`config.mk`:
```
export PLATFORM = sky130hd
export DESIGN_NAME = ascii_packet_responder
export DESIGN_NICKNAME = d
export VERILOG_FILES = /design/src/pkt_pkg.sv /design/src/reply_if.sv /design/src/reply_framer.sv /design/src/timeout_timer.sv /design/src/ascii_packet_responder.sv
export VERILOG_INCLUDE_DIRS = /design/src
export SDC_FILE = /design/constraint.sdc
export NUM_CORES = 1
export LEC_CHECK = 0
export BUFFER_PORTS_ARGS = -buffer_cell sky130_fd_sc_hd__buf_4
export CAP_MARGIN = 20
export CORE_UTILIZATION = 58
export CTS_CLUSTER_DIAMETER = 150
export DETAILED_ROUTE_END_ITERATION = 12
export PLACE_DENSITY = 0.77
export SYNTH_ARGS = -nofsm -noshare
export SYNTH_HDL_FRONTEND = slang
export SYNTH_SLANG_ARGS = --single-unit
```
`constraint.sdc`:
```
create_clock -name clk -period 9.35 [get_ports clk]
set_input_delay 0.935 -clock clk [delete_from_list [all_inputs] [get_ports clk]]
set_output_delay 0.935 -clock clk [all_outputs]
set_load 0.01 [all_outputs]
```
`src/ascii_defs.svh`:
```
`ifndef ASCII_DEFS_SVH
`define ASCII_DEFS_SVH

// Character codes on the line
`define START_CHAR 8'h7e
`define SPACE_CHAR 8'h20
`define CR_CHAR 8'h0d
`define PRINT_LO 8'h21
`define PRINT_HI 8'h7e

// Status letters of a reply
`define OK_HI 8'h4f
`define OK_LO 8'h4b
`define FAULT_HI 8'h45
`define FAULT_LO 8'h52

// Reply framing
`define REPLY_LEN 4'hc
`define BUSY_CODE 8'h01

// Timing
`define CLK_PERIOD_NS 4
`define REPLY_DEADLINE_MS 500
`define REPLY_DEADLINE_CYC (`REPLY_DEADLINE_MS * 1000000 / `CLK_PERIOD_NS)
`define RX_TIMEOUT_CYC 25000000

`endif

```
`src/pkt_pkg.sv`:
```
package pkt_pkg;

	typedef enum logic [3:0]
	{
		S_IDLE  = 4'h0,
		S_SP1   = 4'h1,
		S_AHI   = 4'h2,
		S_ALO   = 4'h3,
		S_SP2   = 4'h4,
		S_CHI   = 4'h5,
		S_CLO   = 4'h6,
		S_SP3   = 4'h7,
		S_BODY  = 4'h8,
		S_REPLY = 4'h9
	} rx_state_t;

	function automatic logic is_hex(input logic [7:0] c);
		return (c >= 8'h30 && c <= 8'h39) || (c >= 8'h41 && c <= 8'h46);
	endfunction

	function automatic logic [3:0] hex_val(input logic [7:0] c);
		return (c <= 8'h39) ? c[3:0] : c[3:0] + 4'h9;
	endfunction

	function automatic logic [7:0] to_hex(input logic [3:0] n);
		return (n < 4'ha) ? 8'h30 + {4'h0, n} : 8'h37 + {4'h0, n};
	endfunction

endpackage

```
`src/reply_if.sv`:
```
`timescale 1ns/1ns
interface reply_if;
	logic [7:0] addr;
	logic [7:0] code;
	logic       fault;
	logic [3:0] idx;
	logic [7:0] chr;

	modport main   (output addr, code, fault, idx, input chr);
	modport framer (input addr, code, fault, idx, output chr);
endinterface

```
`src/reply_framer.sv`:
```
`timescale 1ns/1ns
`include "ascii_defs.svh"
module reply_framer
	import pkt_pkg::*;
(
	reply_if.framer rp
);
	logic [7:0] st_hi;
	logic [7:0] st_lo;
	logic [7:0] sum;

	// Character of the reply at position idx, checksum over bytes 0..8
	always_comb
	begin
		st_hi = rp.fault ? `FAULT_HI : `OK_HI;
		st_lo = rp.fault ? `FAULT_LO : `OK_LO;
		sum = to_hex(rp.addr[7:4]) + to_hex(rp.addr[3:0]) + st_hi + st_lo
			+ to_hex(rp.code[7:4]) + to_hex(rp.code[3:0])
			+ `SPACE_CHAR + `SPACE_CHAR + `SPACE_CHAR;
		unique case (rp.idx)
			4'h0: rp.chr = to_hex(rp.addr[7:4]);
			4'h1: rp.chr = to_hex(rp.addr[3:0]);
			4'h2: rp.chr = `SPACE_CHAR;
			4'h3: rp.chr = st_hi;
			4'h4: rp.chr = st_lo;
			4'h5: rp.chr = `SPACE_CHAR;
			4'h6: rp.chr = to_hex(rp.code[7:4]);
			4'h7: rp.chr = to_hex(rp.code[3:0]);
			4'h8: rp.chr = `SPACE_CHAR;
			4'h9: rp.chr = to_hex(sum[7:4]);
			4'ha: rp.chr = to_hex(sum[3:0]);
			default: rp.chr = `CR_CHAR;
		endcase
	end
endmodule

```
`src/timeout_timer.sv`:
```
`timescale 1ns/1ns
module timeout_timer #(
	parameter int LOAD_CYC = 16
)(
	input  wire logic clk,
	input  wire logic srst,
	input  wire logic load,
	input  wire logic stop,
	output logic      expired,
	output logic      running
);
	logic [31:0] cnt_r;

	// Expiry is a one-cycle pulse, the timer then stands still
	always_ff @(posedge clk)
	begin
		if (srst)
		begin
			cnt_r <= 32'h0;
			running <= 1'b0;
			expired <= 1'b0;
		end
		else if (load)
		begin
			cnt_r <= 32'(LOAD_CYC - 1);
			running <= 1'b1;
			expired <= 1'b0;
		end
		else if (stop)
		begin
			running <= 1'b0;
			expired <= 1'b0;
		end
		else if (running && cnt_r == 32'h0)
		begin
			running <= 1'b0;
			expired <= 1'b1;
		end
		else
		begin
			if (running)
				cnt_r <= cnt_r - 32'h1;
			expired <= 1'b0;
		end
	end
endmodule

```
`src/ascii_packet_responder.sv`:
```
`timescale 1ns/1ns
`include "ascii_defs.svh"
module ascii_packet_responder
	import pkt_pkg::*;
#(
	parameter int RX_TIMEOUT_CYC     = `RX_TIMEOUT_CYC,
	parameter int REPLY_DEADLINE_CYC = `REPLY_DEADLINE_CYC
)(
	input  wire logic       clk,
	input  wire logic       srst,
	input  wire logic [7:0] rx_data,
	input  wire logic       rx_valid,
	input  wire logic [7:0] unit_addr,
	input  wire logic       exec_busy,
	input  wire logic       cmd_reject,
	input  wire logic [7:0] reject_code,
	input  wire logic [7:0] accept_code,
	input  wire logic       tx_ready,
	output logic      [7:0] tx_data,
	output logic            tx_valid,
	output logic            exec_valid,
	output logic      [7:0] exec_cmd,
	output logic            collecting
);
	rx_state_t  st_r;
	rx_state_t  st_nxt;
	logic [3:0] ahi_r;
	logic [7:0] cmd_hold_r;
	logic [7:0] sum_r;
	logic [7:0] s1_r;
	logic [7:0] s2_r;
	logic [7:0] c1_r;
	logic [7:0] c2_r;
	logic [1:0] tok_len_r;
	logic       fault_r;
	logic [7:0] code_r;
	logic       pend_r;
	logic [3:0] idx_r;
	logic [7:0] tx_data_r;
	logic       tx_valid_r;
	logic       exec_valid_r;
	logic [7:0] exec_cmd_r;
	logic       collecting_r;
	logic       is_start;
	logic       is_sp;
	logic       is_cr;
	logic       is_print;
	logic       in_collect;
	logic       sum_ok;
	logic       accept;
	logic       send_done;
	logic       tmr_load;
	logic       tmr_stop;
	logic       tmr_expired;
	logic       tmr_running;

	reply_if rp();

	assign tx_data    = tx_data_r;
	assign tx_valid   = tx_valid_r;
	assign exec_valid = exec_valid_r;
	assign exec_cmd   = exec_cmd_r;
	assign collecting = collecting_r;

	assign rp.addr  = unit_addr;
	assign rp.fault = fault_r;
	assign rp.code  = code_r;
	assign rp.idx   = idx_r;

	reply_framer u_framer
	(
		.rp (rp)
	);

	timeout_timer #(
		.LOAD_CYC (RX_TIMEOUT_CYC)
	) u_timer (
		.clk     (clk),
		.srst    (srst),
		.load    (tmr_load),
		.stop    (tmr_stop),
		.expired (tmr_expired),
		.running (tmr_running)
	);

	always_comb
	begin
		is_start = rx_valid && rx_data == `START_CHAR;
		is_sp = rx_valid && rx_data == `SPACE_CHAR;
		is_cr = rx_valid && rx_data == `CR_CHAR;
		is_print = rx_data >= `PRINT_LO && rx_data <= `PRINT_HI;
		in_collect = st_r != S_IDLE && st_r != S_REPLY;
		// Last token must be exactly two hex digits after a space
		sum_ok = tok_len_r == 2'h2 && is_hex(c2_r) && is_hex(c1_r)
			&& {hex_val(c2_r), hex_val(c1_r)} == s2_r;
		// Expiry in the terminator's cycle wins, as the state does
		accept = st_r == S_BODY && is_cr && sum_ok
			&& !tmr_expired;
		send_done = st_r == S_REPLY && idx_r == `REPLY_LEN
			&& (!tx_valid_r || tx_ready);
		tmr_load = is_start && st_r != S_REPLY;
		tmr_stop = in_collect && !is_start
			&& (st_nxt == S_IDLE || st_nxt == S_REPLY);
	end

	// Packet collection and reply sequencing
	always_comb
	begin
		st_nxt = st_r;
		if (st_r == S_REPLY)
		begin
			if (send_done)
				st_nxt = S_IDLE;
		end
		else if (is_start)
			st_nxt = S_SP1;
		else if (in_collect && tmr_expired)
			st_nxt = S_IDLE;
		else if (rx_valid && in_collect)
		begin
			unique case (st_r)
				S_SP1: st_nxt = is_sp ? S_AHI : S_IDLE;
				S_AHI: st_nxt = is_hex(rx_data) ? S_ALO : S_IDLE;
				S_ALO: st_nxt = (is_hex(rx_data)
					&& {ahi_r, hex_val(rx_data)} == unit_addr)
					? S_SP2 : S_IDLE;
				S_SP2: st_nxt = is_sp ? S_CHI : S_IDLE;
				S_CHI: st_nxt = is_hex(rx_data) ? S_CLO : S_IDLE;
				S_CLO: st_nxt = is_hex(rx_data) ? S_SP3 : S_IDLE;
				S_SP3: st_nxt = is_sp ? S_BODY : S_IDLE;
				S_BODY:
				begin
					if (is_cr)
						st_nxt = sum_ok ? S_REPLY : S_IDLE;
					else if (!is_sp && !is_print)
						st_nxt = S_IDLE;
				end
				default: st_nxt = S_IDLE;
			endcase
		end
	end

	always_ff @(posedge clk)
	begin
		if (srst)
		begin
			st_r <= S_IDLE;
			collecting_r <= 1'b0;
		end
		else
		begin
			st_r <= st_nxt;
			collecting_r <= st_nxt != S_IDLE && st_nxt != S_REPLY;
		end
	end

	// Running sums lag the stream so the checksum bytes drop out
	always_ff @(posedge clk)
	begin
		if (srst)
		begin
			sum_r <= 8'h00;
			s1_r <= 8'h00;
			s2_r <= 8'h00;
			c1_r <= 8'h00;
			c2_r <= 8'h00;
			tok_len_r <= 2'h0;
			ahi_r <= 4'h0;
			cmd_hold_r <= 8'h00;
		end
		else if (tmr_load)
		begin
			sum_r <= 8'h00;
			s1_r <= 8'h00;
			s2_r <= 8'h00;
			tok_len_r <= 2'h0;
		end
		else if (rx_valid && in_collect)
		begin
			sum_r <= sum_r + rx_data;
			s1_r <= sum_r;
			s2_r <= s1_r;
			c1_r <= rx_data;
			c2_r <= c1_r;
			if (is_sp)
				tok_len_r <= 2'h0;
			else if (tok_len_r != 2'h3)
				tok_len_r <= tok_len_r + 2'h1;
			if (st_r == S_AHI)
				ahi_r <= hex_val(rx_data);
			if (st_r == S_CHI)
				cmd_hold_r[7:4] <= hex_val(rx_data);
			if (st_r == S_CLO)
				cmd_hold_r[3:0] <= hex_val(rx_data);
		end
	end

	// Reply status and code chosen when the packet is accepted
	always_ff @(posedge clk)
	begin
		if (srst)
		begin
			fault_r <= 1'b0;
			code_r <= 8'h00;
			pend_r <= 1'b0;
		end
		else if (accept)
		begin
			fault_r <= exec_busy || cmd_reject;
			pend_r <= !(exec_busy || cmd_reject);
			if (exec_busy)
				code_r <= `BUSY_CODE;
			else if (cmd_reject)
				code_r <= reject_code;
			else
				code_r <= accept_code;
		end
		else if (send_done)
			pend_r <= 1'b0;
	end

	// Command handed to execution only once the reply is out
	always_ff @(posedge clk)
	begin
		if (srst)
		begin
			exec_valid_r <= 1'b0;
			exec_cmd_r <= 8'h00;
		end
		else
		begin
			exec_valid_r <= send_done && pend_r;
			if (send_done && pend_r)
				exec_cmd_r <= cmd_hold_r;
		end
	end

	// Reply bytes, address first, no start character
	always_ff @(posedge clk)
	begin
		if (srst)
		begin
			idx_r <= 4'h0;
			tx_data_r <= 8'h00;
			tx_valid_r <= 1'b0;
		end
		else if (st_r == S_REPLY && (!tx_valid_r || tx_ready))
		begin
			if (idx_r == `REPLY_LEN)
				tx_valid_r <= 1'b0;
			else
			begin
				tx_data_r <= rp.chr;
				tx_valid_r <= 1'b1;
				idx_r <= idx_r + 4'h1;
			end
		end
		else if (st_r != S_REPLY)
			idx_r <= 4'h0;
	end

	// Checking helpers
	logic [31:0] dl_cnt_r;
	logic [3:0]  beats_r;

	always_ff @(posedge clk)
	begin
		if (srst)
			dl_cnt_r <= 32'h0;
		else if (accept)
			dl_cnt_r <= 32'h1;
		else if (tx_valid_r)
			dl_cnt_r <= 32'h0;
		else if (dl_cnt_r != 32'h0)
			dl_cnt_r <= dl_cnt_r + 32'h1;
	end

	always_ff @(posedge clk)
	begin
		if (srst || accept)
			beats_r <= 4'h0;
		else if (st_r == S_REPLY && tx_valid_r && tx_ready)
			beats_r <= beats_r + 4'h1;
	end
endmodule

```
Word-level counts from Yosys, hierarchy flattened
Index checks and enable logic that the tools add are counted.
{"block": "totals", "input_bits": 38, "regBits": 125, "output_inout_bits": 19, "word_cells": 217}
{"block": "classes", "n_eq_ne": 33, "n_addsub": 27, "order_cmp": 20, "n_bitwise": 4, "reduce_logical": 64, "muxes": 46}
{"operator": "2-to-1 mux 25 bit", "count": 4}
{"operator": "adder 6 x 4 -> 7 bit (first input constant)", "count": 12}
{"operator": "case mux 8 bit (9 select lines)", "count": 1}
{"operator": "2-to-1 mux 4 bit", "count": 16}
{"operator": "2-to-1 mux 8 bit", "count": 8}
{"operator": "adder 8 bit", "count": 6}
{"operator": "== test 4 x 3 -> 1 bit (second input constant)", "count": 8}
{"operator": "greater-or-equal comparator 8 x 6 -> 1 bit (second input constant)", "count": 4}
{"operator": "less-or-equal comparator 8 x 7 -> 1 bit (second input constant)", "count": 4}
{"operator": "zero test 32 bit", "count": 1}
{"operator": "case mux 4 bit (8 select lines)", "count": 1}
{"operator": "subtractor 32 x 1 -> 32 bit (second input constant)", "count": 1}
{"operator": "logical AND 1 bit", "count": 30}
{"operator": "== test 4 bit (second input constant)", "count": 7}
{"operator": "adder 8 x 6 -> 8 bit (second input constant)", "count": 3}
{"operator": "greater-or-equal comparator 8 x 7 -> 1 bit (second input constant)", "count": 3}
{"operator": "less-or-equal comparator 8 x 6 -> 1 bit (second input constant)", "count": 3}
{"operator": "less-than comparator 4 bit (second input constant)", "count": 6}
{"operator": "== test 4 x 2 -> 1 bit (second input constant)", "count": 4}
{"operator": "== test 8 bit", "count": 2}
{"operator": "AND reduction 3 bit", "count": 5}
{"operator": "adder 4 bit (second input constant)", "count": 3}
{"operator": "2-to-1 mux 3 bit", "count": 4}
{"operator": "== test 4 x 1 -> 1 bit (second input constant)", "count": 2}
{"operator": "21 further kinds", "count": 56}

Logic depth before layout (Yosys ltp)
Gate-level depths: netlist of the first run.
{"block": "depth", "word_depth": 18, "ltp_mapped": 23, "depth_no_buf": 23}

Modules after synthesis
From an unflattened synthesis of the first run, not the netlist that was laid out.
{"block": "unflattened", "hier_cells": 1087, "hier_area_um2": 8729.6}
{"mod": "ascii_packet_responder", "n_inst": 1, "cells_each": 624, "seq_area_each_um2": 1821.7, "area_each_um2": 5056.1}
{"mod": "reply_framer", "n_inst": 1, "cells_each": 262, "seq_area_each_um2": 0.0, "area_each_um2": 1906.8}
{"mod": "timeout_timer", "n_inst": 1, "cells_each": 201, "seq_area_each_um2": 680.7, "area_each_um2": 1766.7}

Worst setup path after synthesis of the first run
Ideal clock, no wire load.
{"block": "synth_timing", "path_type": "in2reg", "from": "in unit_addr[1]", "to": "reg tx_data_r[2] (netlist: tx_data[2])", "stages": 21, "slack_ps": 4261, "arrival_time_ps": 4998, "setup_ps": 91, "path_cell_list": "clkbuf_1 -> inv_1 -> ha_1 -> o21ai_0 -> fa_1 -> inv_1 -> fa_1 -> fa_1 -> inv_1 -> ha_1 -> inv_1 -> fa_1 -> inv_1 -> a21oi_1 -> o21bai_1 -> xor2_1 -> o21ai_0 -> nor2_1 -> xnor2_1 -> nand2_1 -> a311oi_1"}
{"block": "synth_via", "elab_chain_cells": 13}
{"element": "start: declaration", "line_no": "ascii_packet_responder.sv:13", "text": "input wire logic [7:0] unit_addr,"}
{"element": "adder 6 x 4 -> 7 bit or less-than comparator 4 bit (tied branches)", "line_no": "pkt_pkg.sv:26", "text": "return (n < 4'ha) ? 8'h30 + {4'h0, n} : 8'h37 + {4'h0, n};"}
{"element": "2-to-1 mux 8 bit (*)", "line_no": "pkt_pkg.sv:26"}
{"element": "adder 8 bit (3 in series)", "line_no": "reply_framer.sv:17", "text": "sum = to_hex(rp.addr[7:4]) + to_hex(rp.addr[3:0]) + st_hi + st_lo"}
{"element": "adder 8 bit (2 in series)", "line_no": "reply_framer.sv:18", "text": "+ to_hex(rp.code[7:4]) + to_hex(rp.code[3:0])"}
{"element": "adder 8 x 6 -> 8 bit (no source line) (3 in series)"}
{"element": "adder 6 x 4 -> 7 bit or less-than comparator 4 bit (tied branches)", "line_no": "pkt_pkg.sv:26"}
{"element": "2-to-1 mux 8 bit", "line_no": "pkt_pkg.sv:26"}
{"element": "case mux 8 bit (9 select lines) (*)", "line_no": "reply_framer.sv:20", "text": "unique case (rp.idx)"}
{"element": "end signal: assignment", "line_no": "ascii_packet_responder.sv:253", "text": "tx_data_r <= rp.chr;"}
{"element": "end: declaration", "line_no": "ascii_packet_responder.sv:39", "text": "logic [7:0] tx_data_r;"}
Every way passes the cells marked *; elsewhere a longest branch is shown, timed or not.
A chain may end at the register's enable or synchronous reset.

Worst setup path in the final report of the first run
{"block": "layout_timing", "from": "in unit_addr[2]", "to": "reg tx_data_r[5] (netlist: tx_data[5])"}
The elaborated chain is that of the path after synthesis.

==> flow_metrics.py, run 1 <==
metrics = {
    "global_route": {
        "antenna_found_initial": 0,
        "grt_pass1_vias": 6797,
        "grt_usage_pct": 27.73,
        "grt_pass1_wl_um": 32710,
        "grt_max_degree": 86,
        "grt_overflow": 0,
    },
    "synthesis": {
        "avgSynthCellArea_um2": 7.972,
        "yosysSeqAreaShare_pct": 29.97,
        "synth_fa_ha_area_share_pct": 11.60,
        "synth-simple-area-share_pct": 24.50,
        "syn_nets": 1143,
        "synth_edf_count": 0,
        "syn_inst": 1039,
        "synth_area_um2": 8283,
        "synth-compound-area-share_pct": 18.04,
        "synthMuxAreaShare_pct": 4.381,
        "synth_xor_area_share_pct": 5.287,
        "async_reset_ff_share_pct": 0,
        "synth_top_flop_cell": "dfxtp_1",
        "synth_warnings": 0,
        "synth_top_family_by_area": "simple AND/OR/NAND/NOR gates",
        "yosysUniqueCellTypes": 81,
        "synth_seq_cells": 124,
    },
    "sta": {
        "final_hold_viol_count": 0,
        "fin_skew_ns": 0.008839,
        "fin_hold_ws_ns": 0.4545,
        "rsz0062_at_grt": "no",
        "finalMaxSlewViolations": 0,
        "fin_crit_sh_pct": 55.61,
        "post-route-min-period_ns": 5.199,
        "tns_ns": 0,
        "tightest_slew_ns": 1.087,
        "max_slew_margin_pct": 27.51,
        "fmax_ghz": 0.1923,
        "finalSetupViolCount": 0,
    },
    "place": {
        "dp_hpwl_um": 14040,
        "placed_area_um2": 8751,
        "place.gp.congestion": 0.9125,
        "port_buffers": 55,
    },
    "worst_setup_path": {
        "crit_end": "tx_data[5]",
        "ff2ff_path_depth": 14,
        "cp-end-kind": "flip-flop",
        "path_max_fanout": 7,
        "crit_chain": "buf_4 > o21ai_1 > o21ai_0 > fa_1 > inv_1 > fa_1 > fa_1 > inv_1 > ha_1 > inv_1 > fa_1 > inv_1 > a21oi_1 > o21bai_1 > xor2_1 > o21ai_0 > a2111oi_0 > nor3_1",
        "max_stage_delay_ns": 0.56,
        "worstPathRequired_ns": 9.61,
        "timing.critical_path.buf_inv": 5,
        "critical_path.top_delay_family": "adder cells",
        "cpMaxStageDelayCell": "fa_1",
        "cp-startpoint": "unit_addr[2]",
        "reg2reg_from": "code_r[7]",
        "path_class": "primary input to flip-flop",
        "r2r_end": "tx_data[5]",
        "r2r_setup_slack_ns": 4.31,
        "startpoint_type": "primary input",
        "worstSetupPathDepth": 18,
        "arrival_ns": 5.46,
    },
    "clock_network": {
        "cts_root_buffer": "clkbuf_16",
        "cts_max_level": 4,
        "hold_buffers": 0,
        "cts_tree": "done",
        "cts.clk_slew.worst_paths_ns": 0.05,
        "clock_sinks": 124,
        "postCtsSetupBuffers": 0,
        "cts_resized": 0,
        "cts_max_path_buffers": 2,
        "clk_latency_ns": 0.42,
        "numCtsBuffers": 17,
    },
    "layout": {
        "layout.nets": 1172,
        "area_delta_synth_final_pct": 12.58,
        "post-route-util_pct": 67.18,
        "num_antenna_cells": 0,
        "final_area_um2": 9325,
        "final_layout_size_suffix_gt1_share_pct": 11.48,
    },
    "drt": {
        "wire_per_inst_um": 15.59,
        "finalWirelength_um": 19640,
        "drt_iter0_drc": 553,
        "vias": 7449,
        "vias_per_cell": 5.912,
        "drt_pass1_iterations": 5,
        "antenna_left": 0,
        "drc": 0,
    },
    "floorplanning": {
        "pin_count": 57,
        "dieWidth_um": 121.5,
        "core_um2": 13880,
        "die_h_um": 121.5,
        "row_count": 43,
        "die-area_um2": 14760,
        "initial_utilization_pct": 59.67,
    },
    "power": {
        "peakVddDrop_mv": 0.1844,
        "finalPower_mw": 1.411,
        "p_per_area_nw_per_um2": 151.3,
        "power_leakage_nw": 3.805,
    },
    "run": {
        "cap_violations": 0,
    },
    "outcome": {
        "status": "finished clean",
    },
    "hold_path": {
        "hold_class": "flip-flop to flip-flop",
    },
}
cell families (layout without fill, tap and decap cells):
family | Yosys count | after routing
flops | 124 | 124
mux | 36 | 36
simple gates | 404 | 404
fa+ha+maj | 66 | 66
compound gates | 228 | 228
xor+xnor | 50 | 50
buf+inv | 130 | 171
other cells | 1 | 1
metal layers:
layer / global-route usage [%] / vias to the layer above / part of all wire (%)
li1: - / 3722 / -
met1: 37.77 / 3483 / 47
met5: 0 / - / 0
met3: 5.310 / 27 / 5.3
met2: 44.18 / 217 / 47
met4: 8.642 / 0 / 1.4
per-stage QoR:
| step | instances | setup slack (ns) |
|---|---|---|
| floorplan | 1039 | 4.261 |
| detailed placement | 1229 | 3.745 |
| finish | 1260 | 4.151 |
| CTS | 1260 | 4.178 |
| global route | 1260 | 3.749 |
| global placement | 1229 | 3.902 |
worst min path at each step:
| stage | from | to | slack, ns | cells after the start |
|---|---|---|---|---|
| after floorplan | u_timer.running | u_timer.expired | 0.43 | 2 |
| after global placement | s1_r[0] | s2_r[0] | 0.44 | 2 |
| after detailed placement | s1_r[0] | s2_r[0] | 0.44 | 2 |
| after CTS | s1_r[0] | s1_r[0] | 0.45 | 2 |
| after global routing | s1_r[7] | s2_r[7] | 0.47 | 2 |
| final | s1_r[7] | s2_r[7] | 0.45 | 2 |
Yosys cell counts (23+ instances only):
library cell  count  area share [%]
nor2_1           82             3.7
clkbuf_1         41             1.9
or3_1            31             2.3
o21ai_0          23             1.4
mux2i_1          34             4.1
dfxtp_1         124              30
nand2_1         135             6.1
inv_1            79             3.6
nor3_1           29             1.8
a21oi_1          97             5.9
xnor2_1          39             4.1
ha_1             48             7.3
cells in the final DEF (no fill, tap or decap), drive strengths merged, types with 11 or more instances in the layout:
cell type and instances:
mux2i 34, buf 60, nor2b 17, a21oi 97, dfxtp 124, clkbuf 17
or3 32, xnor2 39, a211oi 13, nor4 11, or2 12, xor2 11
a31oi 14, nor3 29, inv 80, nand3 21, o21ai 26, nand2 135
fa 18, nor2 82, ha 48
registers in the layout, indices dropped and copies added, names as in the netlist, 2 cells and up:
signal	count
st_r	4
s2_r	8
u_timer.cnt_r	32
idx_r	4
ahi_r	4
code_r	8
cmd_hold_r	8
c2_r	8
sum_r	8
exec_cmd	8
c1_r	8
s1_r	8
tx_data	7
tok_len_r	2
final cells by class:
| type | instances | area, µm² |
|---|---|---|
| timing repair buffer | 60 | 450.4 |
| inverter | 80 | 300.3 |
| clock buffer | 17 | 425.4 |
| fill | 1158 | 4556 |
| sequential | 124 | 2482 |
| clock inverter | 14 | 148.9 |
| tap | 180 | 225.2 |
| multi-input combinational | 785 | 5293 |
tightest hold or removal path, cell delays in order, from the launching register on:
cell	delay, ns
dfxtp_1	0.31
nand2_1	0.05
a21oi_1	0.05
where the power goes:
part	leakage, nW	total (mW)	internal (mW)	switching [mW]
registers	0.998	0.529	0.529	0.000269
clock network	0.271	0.639	0.391	0.248
logic	2.54	0.243	0.0985	0.144
total	3.80	1.41	1.02	0.393
Power figures use the tool's default switching activity.
==> run 2: changes to the inputs <==
--- a/config.mk
+++ b/config.mk
@@ -6,12 +6,13 @@
 export SDC_FILE = /design/constraint.sdc
 export NUM_CORES = 1
 export LEC_CHECK = 0
+export ABC_AREA = 1
 export BUFFER_PORTS_ARGS = -buffer_cell sky130_fd_sc_hd__buf_4
 export CAP_MARGIN = 20
-export CORE_UTILIZATION = 58
+export CORE_UTILIZATION = 56
 export CTS_CLUSTER_DIAMETER = 150
 export DETAILED_ROUTE_END_ITERATION = 12
-export PLACE_DENSITY = 0.77
+export PLACE_DENSITY = 0.78
 export SYNTH_ARGS = -nofsm -noshare
 export SYNTH_HDL_FRONTEND = slang
 export SYNTH_SLANG_ARGS = --single-unit
==> constraint.sdc (replaced) <==
create_clock -name clk -period 4.7 [get_ports clk]
set_input_delay 0.47 -clock clk [delete_from_list [all_inputs] [get_ports clk]]
set_output_delay 0.47 -clock clk [all_outputs]
set_load 0.01 [all_outputs]
==> flow_metrics.py, run 2 <==
metrics = {
    "outcome": {
        "status": "finished, violations left",
        "violations": "design-rule violations",
    },
    "drt": {
        "antenna_left": 0,
        "vias_per_cell": 5.610,
        "drt_pass1_iterations": 9,
        "drc": 4,
        "drt_iter0_drc": 748,
        "wire_per_inst_um": 14.90,
        "vias": 8482,
        "finalWirelength_um": 22530,
    },
    "synthesis": {
        "synth_top_flop_cell": "dfxtp_1",
        "async_reset_ff_share_pct": 0,
        "syn_nets": 1359,
        "yosysMostFrequentCell": "nand2_1",
        "avgSynthCellArea_um2": 6.791,
        "synth.top_cells.by_count": "nand2_1 (243), inv_1 (164), a21oi_1 (149), nor2_1 (131), dfxtp_1 (124)",
        "synth_top_area_share_pct": 29.13,
        "synth_warnings": 0,
        "synth_edf_count": 0,
        "synth_area_um2": 8523,
        "yosysSeqAreaShare_pct": 29.13,
        "syn_inst": 1255,
        "post-synth-top-area-cell": "dfxtp_1",
        "synth_seq_cells": 124,
        "ys_top_cells_by_area": "dfxtp_1 (29%), nand2_1 (11%), a21oi_1 (8.7%)",
        "yosysUniqueCellTypes": 54,
    },
    "sta": {
        "final_hold_viol_count": 0,
        "fmax_ghz": 0.2274,
        "fin_hold_ws_ns": 0.3299,
        "post-route-min-period_ns": 4.398,
        "max_slew_margin_pct": 28.21,
        "fin_crit_sh_pct": 93.57,
        "finalSetupViolCount": 0,
        "tightest_slew_ns": 1.073,
        "rsz0062_at_grt": "no",
        "fin_skew_ns": 0.009029,
        "finalMaxSlewViolations": 0,
    },
    "layout": {
        "fillers": 1309,
        "num_antenna_cells": 0,
        "top_register": "u_timer.cnt_r",
        "final_cell_mix": "nand2_1 (243), inv_1 (162), a21oi_1 (144)",
        "post-route-util_pct": 67.27,
        "layout.nets": 1419,
        "final_common_cell": "nand2_1",
        "largest_reg_flops": 32,
        "final_area_um2": 9888,
        "final_layout_size_suffix_gt1_share_pct": 11.97,
        "area_delta_synth_final_pct": 16.02,
    },
    "global_route": {
        "grt_pass1_wl_um": 37050,
        "antenna_found_initial": 0,
        "grt_usage_pct": 29.09,
        "grt_max_degree": 42,
        "grt_pass1_vias": 7713,
        "grt_overflow": 0,
    },
    "worst_setup_path": {
        "cpMaxStageDelayCell": "fa_1",
        "max_stage_delay_ns": 0.54,
        "startpoint_type": "flip-flop",
        "crit_chain": "inv_1 > ha_1 > a21oi_2 > buf_4 > fa_1 > fa_1 > fa_1 > inv_1 > ha_1 > a21oi_1 > nand2_1 > a21o_1 > a21oi_1 > xnor2_1 > inv_1 > nand2_1 > a21oi_2 > o32ai_1 > a21oi_1 > o211ai_1 > nand2_1 > a21oi_1",
        "path_class": "flip-flop to flip-flop",
        "cp-end-kind": "flip-flop",
        "worstPathRequired_ns": 4.99,
        "cp_common_cell": "a21oi_1",
        "r2r_setup_slack_ns": 0.30,
        "path_max_fanout": 4,
        "arrival_ns": 4.69,
    },
    "clock_network": {
        "hold_buffers": 0,
        "clock_sinks": 124,
        "cts_max_level": 4,
        "cts_max_path_buffers": 2,
        "cts_tree": "done",
        "clk_latency_ns": 0.43,
        "numCtsBuffers": 17,
        "cts.clk_slew.worst_paths_ns": 0.06,
        "cts_root_buffer": "clkbuf_16",
    },
    "floorplanning": {
        "pin_count": 57,
        "die-area_um2": 15720,
        "core_um2": 14700,
        "dieWidth_um": 125.4,
        "row_count": 44,
        "die_h_um": 125.4,
        "initial_utilization_pct": 57.98,
    },
    "power": {
        "p_per_area_nw_per_um2": 386.6,
        "peakVddDrop_mv": 0.3385,
        "power_leakage_nw": 4.552,
        "finalPower_mw": 3.823,
    },
    "run": {
        "cap_violations": 0,
    },
    "hold_path": {
        "hold_class": "primary input to flip-flop",
    },
    "place": {
        "dp_hpwl_um": 16420,
        "place.gp.congestion": 0.9480,
        "placed_area_um2": 9168,
        "port_buffers": 55,
    },
}
## run 2: final timing paths
path	startpoint	end	cells after the start
worst max-delay path	code_r[4]	tx_data[4]	22
worst min-delay path	reject_code[0]	code_r[0]	3
worst max register to register	code_r[4]	tx_data[4]	22
worst min register to register	s1_r[4]	s1_r[4]	2
## run 2: layer usage
metal  routed length [µm]  vias to the layer above  global-route usage, %  part of all wire, %
met3                 1392                       40                  4.921                  6.2
met1                10010                     3915                  38.39                   44
li1                     -                     4232                      -                    -
met2                10720                      295                  48.67                   48
met5                    0                        -                      0                    0
met4                  412                        0                  8.752                  1.8
## run 2: timing repair
item / CTS / global route
gates resized for setup: 0 / 16
setup buffers: 0 / 0
setup endpoints to repair: 0 / 7
## run 2: worst max-delay path: cells and delay by family (launching register included)
family,cells,cell delay [ns]
buffers and inverters,4,0.36
xor gates and xnor gates,1,0.08
AOI/OAI and AO/OA,9,1.17
and+or+nand+nor,3,0.28
DFF,1,0.35
adders and majority gates,5,2.00
## run 2: power breakdown
group / internal (mW) / switching, mW / total, mW / leakage [nW]
Sequential: 1.12 / 0.0663 / 1.19 / 1.00
Combinational: 0.410 / 0.718 / 1.13 / 3.23
Clock: 1.01 / 0.497 / 1.51 / 0.319
## run 2: cells by family (layout without fill, tap and decap cells)
group           after synthesis  count (layout)  synth area share [%]
simple gates                530             530                 27.50
xor+xnor                     54              54                 5.637
flops                       124             124                 29.13
compound gates              267             267                 16.79
buf+inv                     213             286                 9.630
fa+ha+maj                    66              66                 11.27
other cells                   1               1               0.04400
## run 2: final cells by class
class | instances | area (µm²) | area share, %
clock buffers | 18 | 439.2 | 4.441
clock inverters | 14 | 241.5 | 2.442
inverters | 179 | 671.9 | 6.795
multi-input cells | 918 | 5260 | 53.19
flip-flops and latches | 124 | 2482 | 25.10
well taps | 184 | 230.2 | 2.328
repair buffers | 75 | 563.0 | 5.694
## run 2: through the flow
| stage | instances | TNS (ns) | setup WS (ns) |
|---|---|---|---|
| after floorplan | 1255 | 0 | 0.2486 |
| after global placement | 1480 | 0 | 0.04949 |
| after detailed placement | 1480 | -0.08811 | -0.06067 |
| after CTS | 1512 | 0 | 0.04349 |
| after global routing | 1512 | 0 | 0.02085 |
| final | 1512 | 0 | 0.3022 |
==> run 3: changes to the inputs <==
--- a/config.mk
+++ b/config.mk
@@ -9,10 +9,11 @@
 export ABC_AREA = 1
 export BUFFER_PORTS_ARGS = -buffer_cell sky130_fd_sc_hd__buf_4
 export CAP_MARGIN = 20
-export CORE_UTILIZATION = 56
+export CORE_UTILIZATION = 50
 export CTS_CLUSTER_DIAMETER = 150
 export DETAILED_ROUTE_END_ITERATION = 12
-export PLACE_DENSITY = 0.78
+export PLACE_DENSITY = 0.7
+export SLEW_MARGIN = 20
 export SYNTH_ARGS = -nofsm -noshare
 export SYNTH_HDL_FRONTEND = slang
 export SYNTH_SLANG_ARGS = --single-unit
==> flow_metrics.py, run 3 (synthesized netlist as in run 2, its figures left out) <==
metrics = {
    "worst_setup_path": {
        "cp_common_cell": "a21oi_1",
        "r2r_setup_slack_ns": 0.30,
        "critical_path.top_delay_family": "adder cells",
        "max_stage_delay_ns": 0.55,
        "crit_chain": "inv_1 > a21oi_2 > inv_2 > a21oi_2 > buf_4 > fa_1 > fa_1 > fa_1 > inv_1 > ha_1 > a21oi_1 > nand2_1 > a21o_1 > a21oi_1 > xnor2_1 > inv_1 > nand2_1 > a21oi_2 > o32ai_1 > a21oi_1 > o211ai_1 > nand2_1 > a21oi_1",
        "ff2ff_path_depth": 23,
        "cp-startpoint": "code_r[6]",
        "reg2reg_from": "code_r[6]",
        "crit_end": "tx_data[4]",
        "timing.critical_path.buf_inv": 5,
        "startpoint_type": "flip-flop",
        "cpMaxStageDelayCell": "fa_1",
        "r2r_end": "tx_data[4]",
        "path_class": "flip-flop to flip-flop",
        "cp-end-kind": "flip-flop",
        "worstSetupPathDepth": 23,
        "worstPathRequired_ns": 4.98,
        "path_max_fanout": 5,
        "arrival_ns": 4.68,
    },
    "layout": {
        "layout.nets": 1420,
        "multi_input_area_um2": 5261,
        "num_antenna_cells": 0,
        "final_cell_mix": "nand2_1 (242), inv_1 (162), a21oi_1 (145)",
        "area_delta_synth_final_pct": 15.24,
        "fillers": 1587,
        "seq_area_um2": 2482,
        "largest_reg_flops": 32,
        "top_register": "u_timer.cnt_r",
        "fin_cells": 1548,
        "final_layout_size_suffix_gt1_share_pct": 11.67,
        "final_common_cell": "nand2_1",
    },
    "clock_network": {
        "cts_max_path_buffers": 2,
        "clk_latency_ns": 0.42,
        "cts_tree": "done",
        "numCtsBuffers": 17,
        "hold_buffers": 0,
        "cts_root_buffer": "clkbuf_16",
        "cts_max_level": 4,
        "clock_sinks": 124,
        "cts.clk_slew.worst_paths_ns": 0.06,
    },
    "floorplanning": {
        "initial_utilization_pct": 51.21,
        "pin_count": 57,
        "dieWidth_um": 132.6,
        "core_um2": 16640,
        "row_count": 47,
        "die_h_um": 132.6,
        "die-area_um2": 17570,
    },
    "drt": {
        "wire_per_inst_um": 14.29,
        "drt_iter0_drc": 559,
        "drt_pass1_iterations": 7,
        "antenna_left": 0,
        "vias_per_cell": 5.326,
        "finalWirelength_um": 22110,
        "drc": 0,
        "vias": 8245,
    },
    "hold_path": {
        "hold_class": "primary input to flip-flop",
    },
    "place": {
        "dpl.cell_count": 1517,
        "dp_hpwl_um": 16630,
        "port_buffers": 55,
        "place.gp.congestion": 0.9239,
    },
    "power": {
        "combPwrFrac_pct": 31.1,
        "p_seq_share_pct": 33.4,
        "p_int_mw": 2.327,
        "clock_power_share_pct": 35.5,
        "power_leakage_nw": 4.517,
        "switching_share_pct": 34.49,
        "peakVddDrop_mv": 0.2780,
        "p_per_area_nw_per_um2": 361.6,
        "p_sw_mw": 1.225,
    },
    "sta": {
        "fin_skew_ns": 0.01372,
        "post-route-min-period_ns": 4.402,
        "fmax_ghz": 0.2272,
        "tns_ns": 0,
        "final_hold_viol_count": 0,
        "fin_crit_sh_pct": 93.65,
        "finalMaxSlewViolations": 0,
        "finalSetupViolCount": 0,
        "max_slew_margin_pct": 30.74,
        "tightest_slew_ns": 1.035,
    },
    "global_route": {
        "antenna_found_initial": 0,
        "grt_overflow": 0,
        "grt_pass1_vias": 7816,
        "grt_max_degree": 42,
        "grt_pass1_wl_um": 37670,
        "grt_usage_pct": 26.49,
    },
    "run": {
        "cap_violations": 0,
    },
    "outcome": {
        "status": "finished clean",
    },
}
run 3: what timing repair did:
action | 4_1_cts | 5_1_grt
buffers inserted | 0 | 0
endpoints found under the setup margin | 0 | 7
gates resized for setup | 0 | 16
run 3: power groups by stage:
stage / clock (mW) / combinational, mW / sequential [mW]
floorplan: 0 / 0.837 / 1.19
global placement: 0 / 1.06 / 1.21
detailed placement: 0 / 1.08 / 1.21
CTS: 1.27 / 1.09 / 1.19
global route: 1.32 / 1.26 / 1.20
finish: 1.26 / 1.11 / 1.19
run 3: routing by layer:
| metal | up-vias | GRT usage (%) | wire [µm] |
|---|---|---|---|
| met5 | - | 0 | 0 |
| met4 | 0 | 7.982 | 368 |
| met3 | 25 | 4.674 | 1032 |
| met2 | 208 | 42.78 | 10320 |
| met1 | 3781 | 35.99 | 10390 |
| li1 | 4231 | - | - |
run 3: worst min-delay path by stage:
stage / start / endpoint / slack [ns] / cells past startpoint
final: accept_code[0] / code_r[0] / 0.32 / 3
after CTS: accept_code[0] / code_r[0] / 0.32 / 3
after detailed placement: s1_r[4] / s1_r[4] / 0.45 / 2
after global routing: accept_code[0] / code_r[0] / 0.33 / 3
after global placement: s1_r[1] / s1_r[1] / 0.44 / 2
after floorplan: u_timer.running / u_timer.expired / 0.44 / 2
run 3: cell type report:
type                       instances  share of cell area [%]
clock buffer                      23                   4.764
clock inverter                     8                  0.9427
inverter                         179                   6.841
multi-input combinational        918                   53.57
sequential                       124                   25.27
tap                              220                   2.803
timing repair buffer              76                   5.809
run 3: worst min-delay path: cells and delay by family:
kind	cells	cell delay (ns)
buffers and inverters	1	0.11
AOI/OAI and AO/OA	1	0.07
and+or+nand+nor	1	0.05
run 3: stage by stage:
| stage | hold WS, ns | setup slack (ns) | power (mW) | util (%) | cell area (µm²) |
|---|---|---|---|---|---|
| floorplan | 0.4370 | 0.2486 | 2.030 | - | 8523 |
| global placement | 0.4448 | 0.1117 | 2.270 | 55.40 | 9220 |
| detailed placement | 0.4523 | -0.02760 | 2.291 | 55.40 | 9220 |
| CTS | 0.3162 | 0.09608 | 3.556 | 58.77 | 9781 |
| global route | 0.3290 | -0.02265 | 3.776 | 59.02 | 9822 |
| finish | 0.3248 | 0.2983 | 3.552 | 59.02 | 9822 |
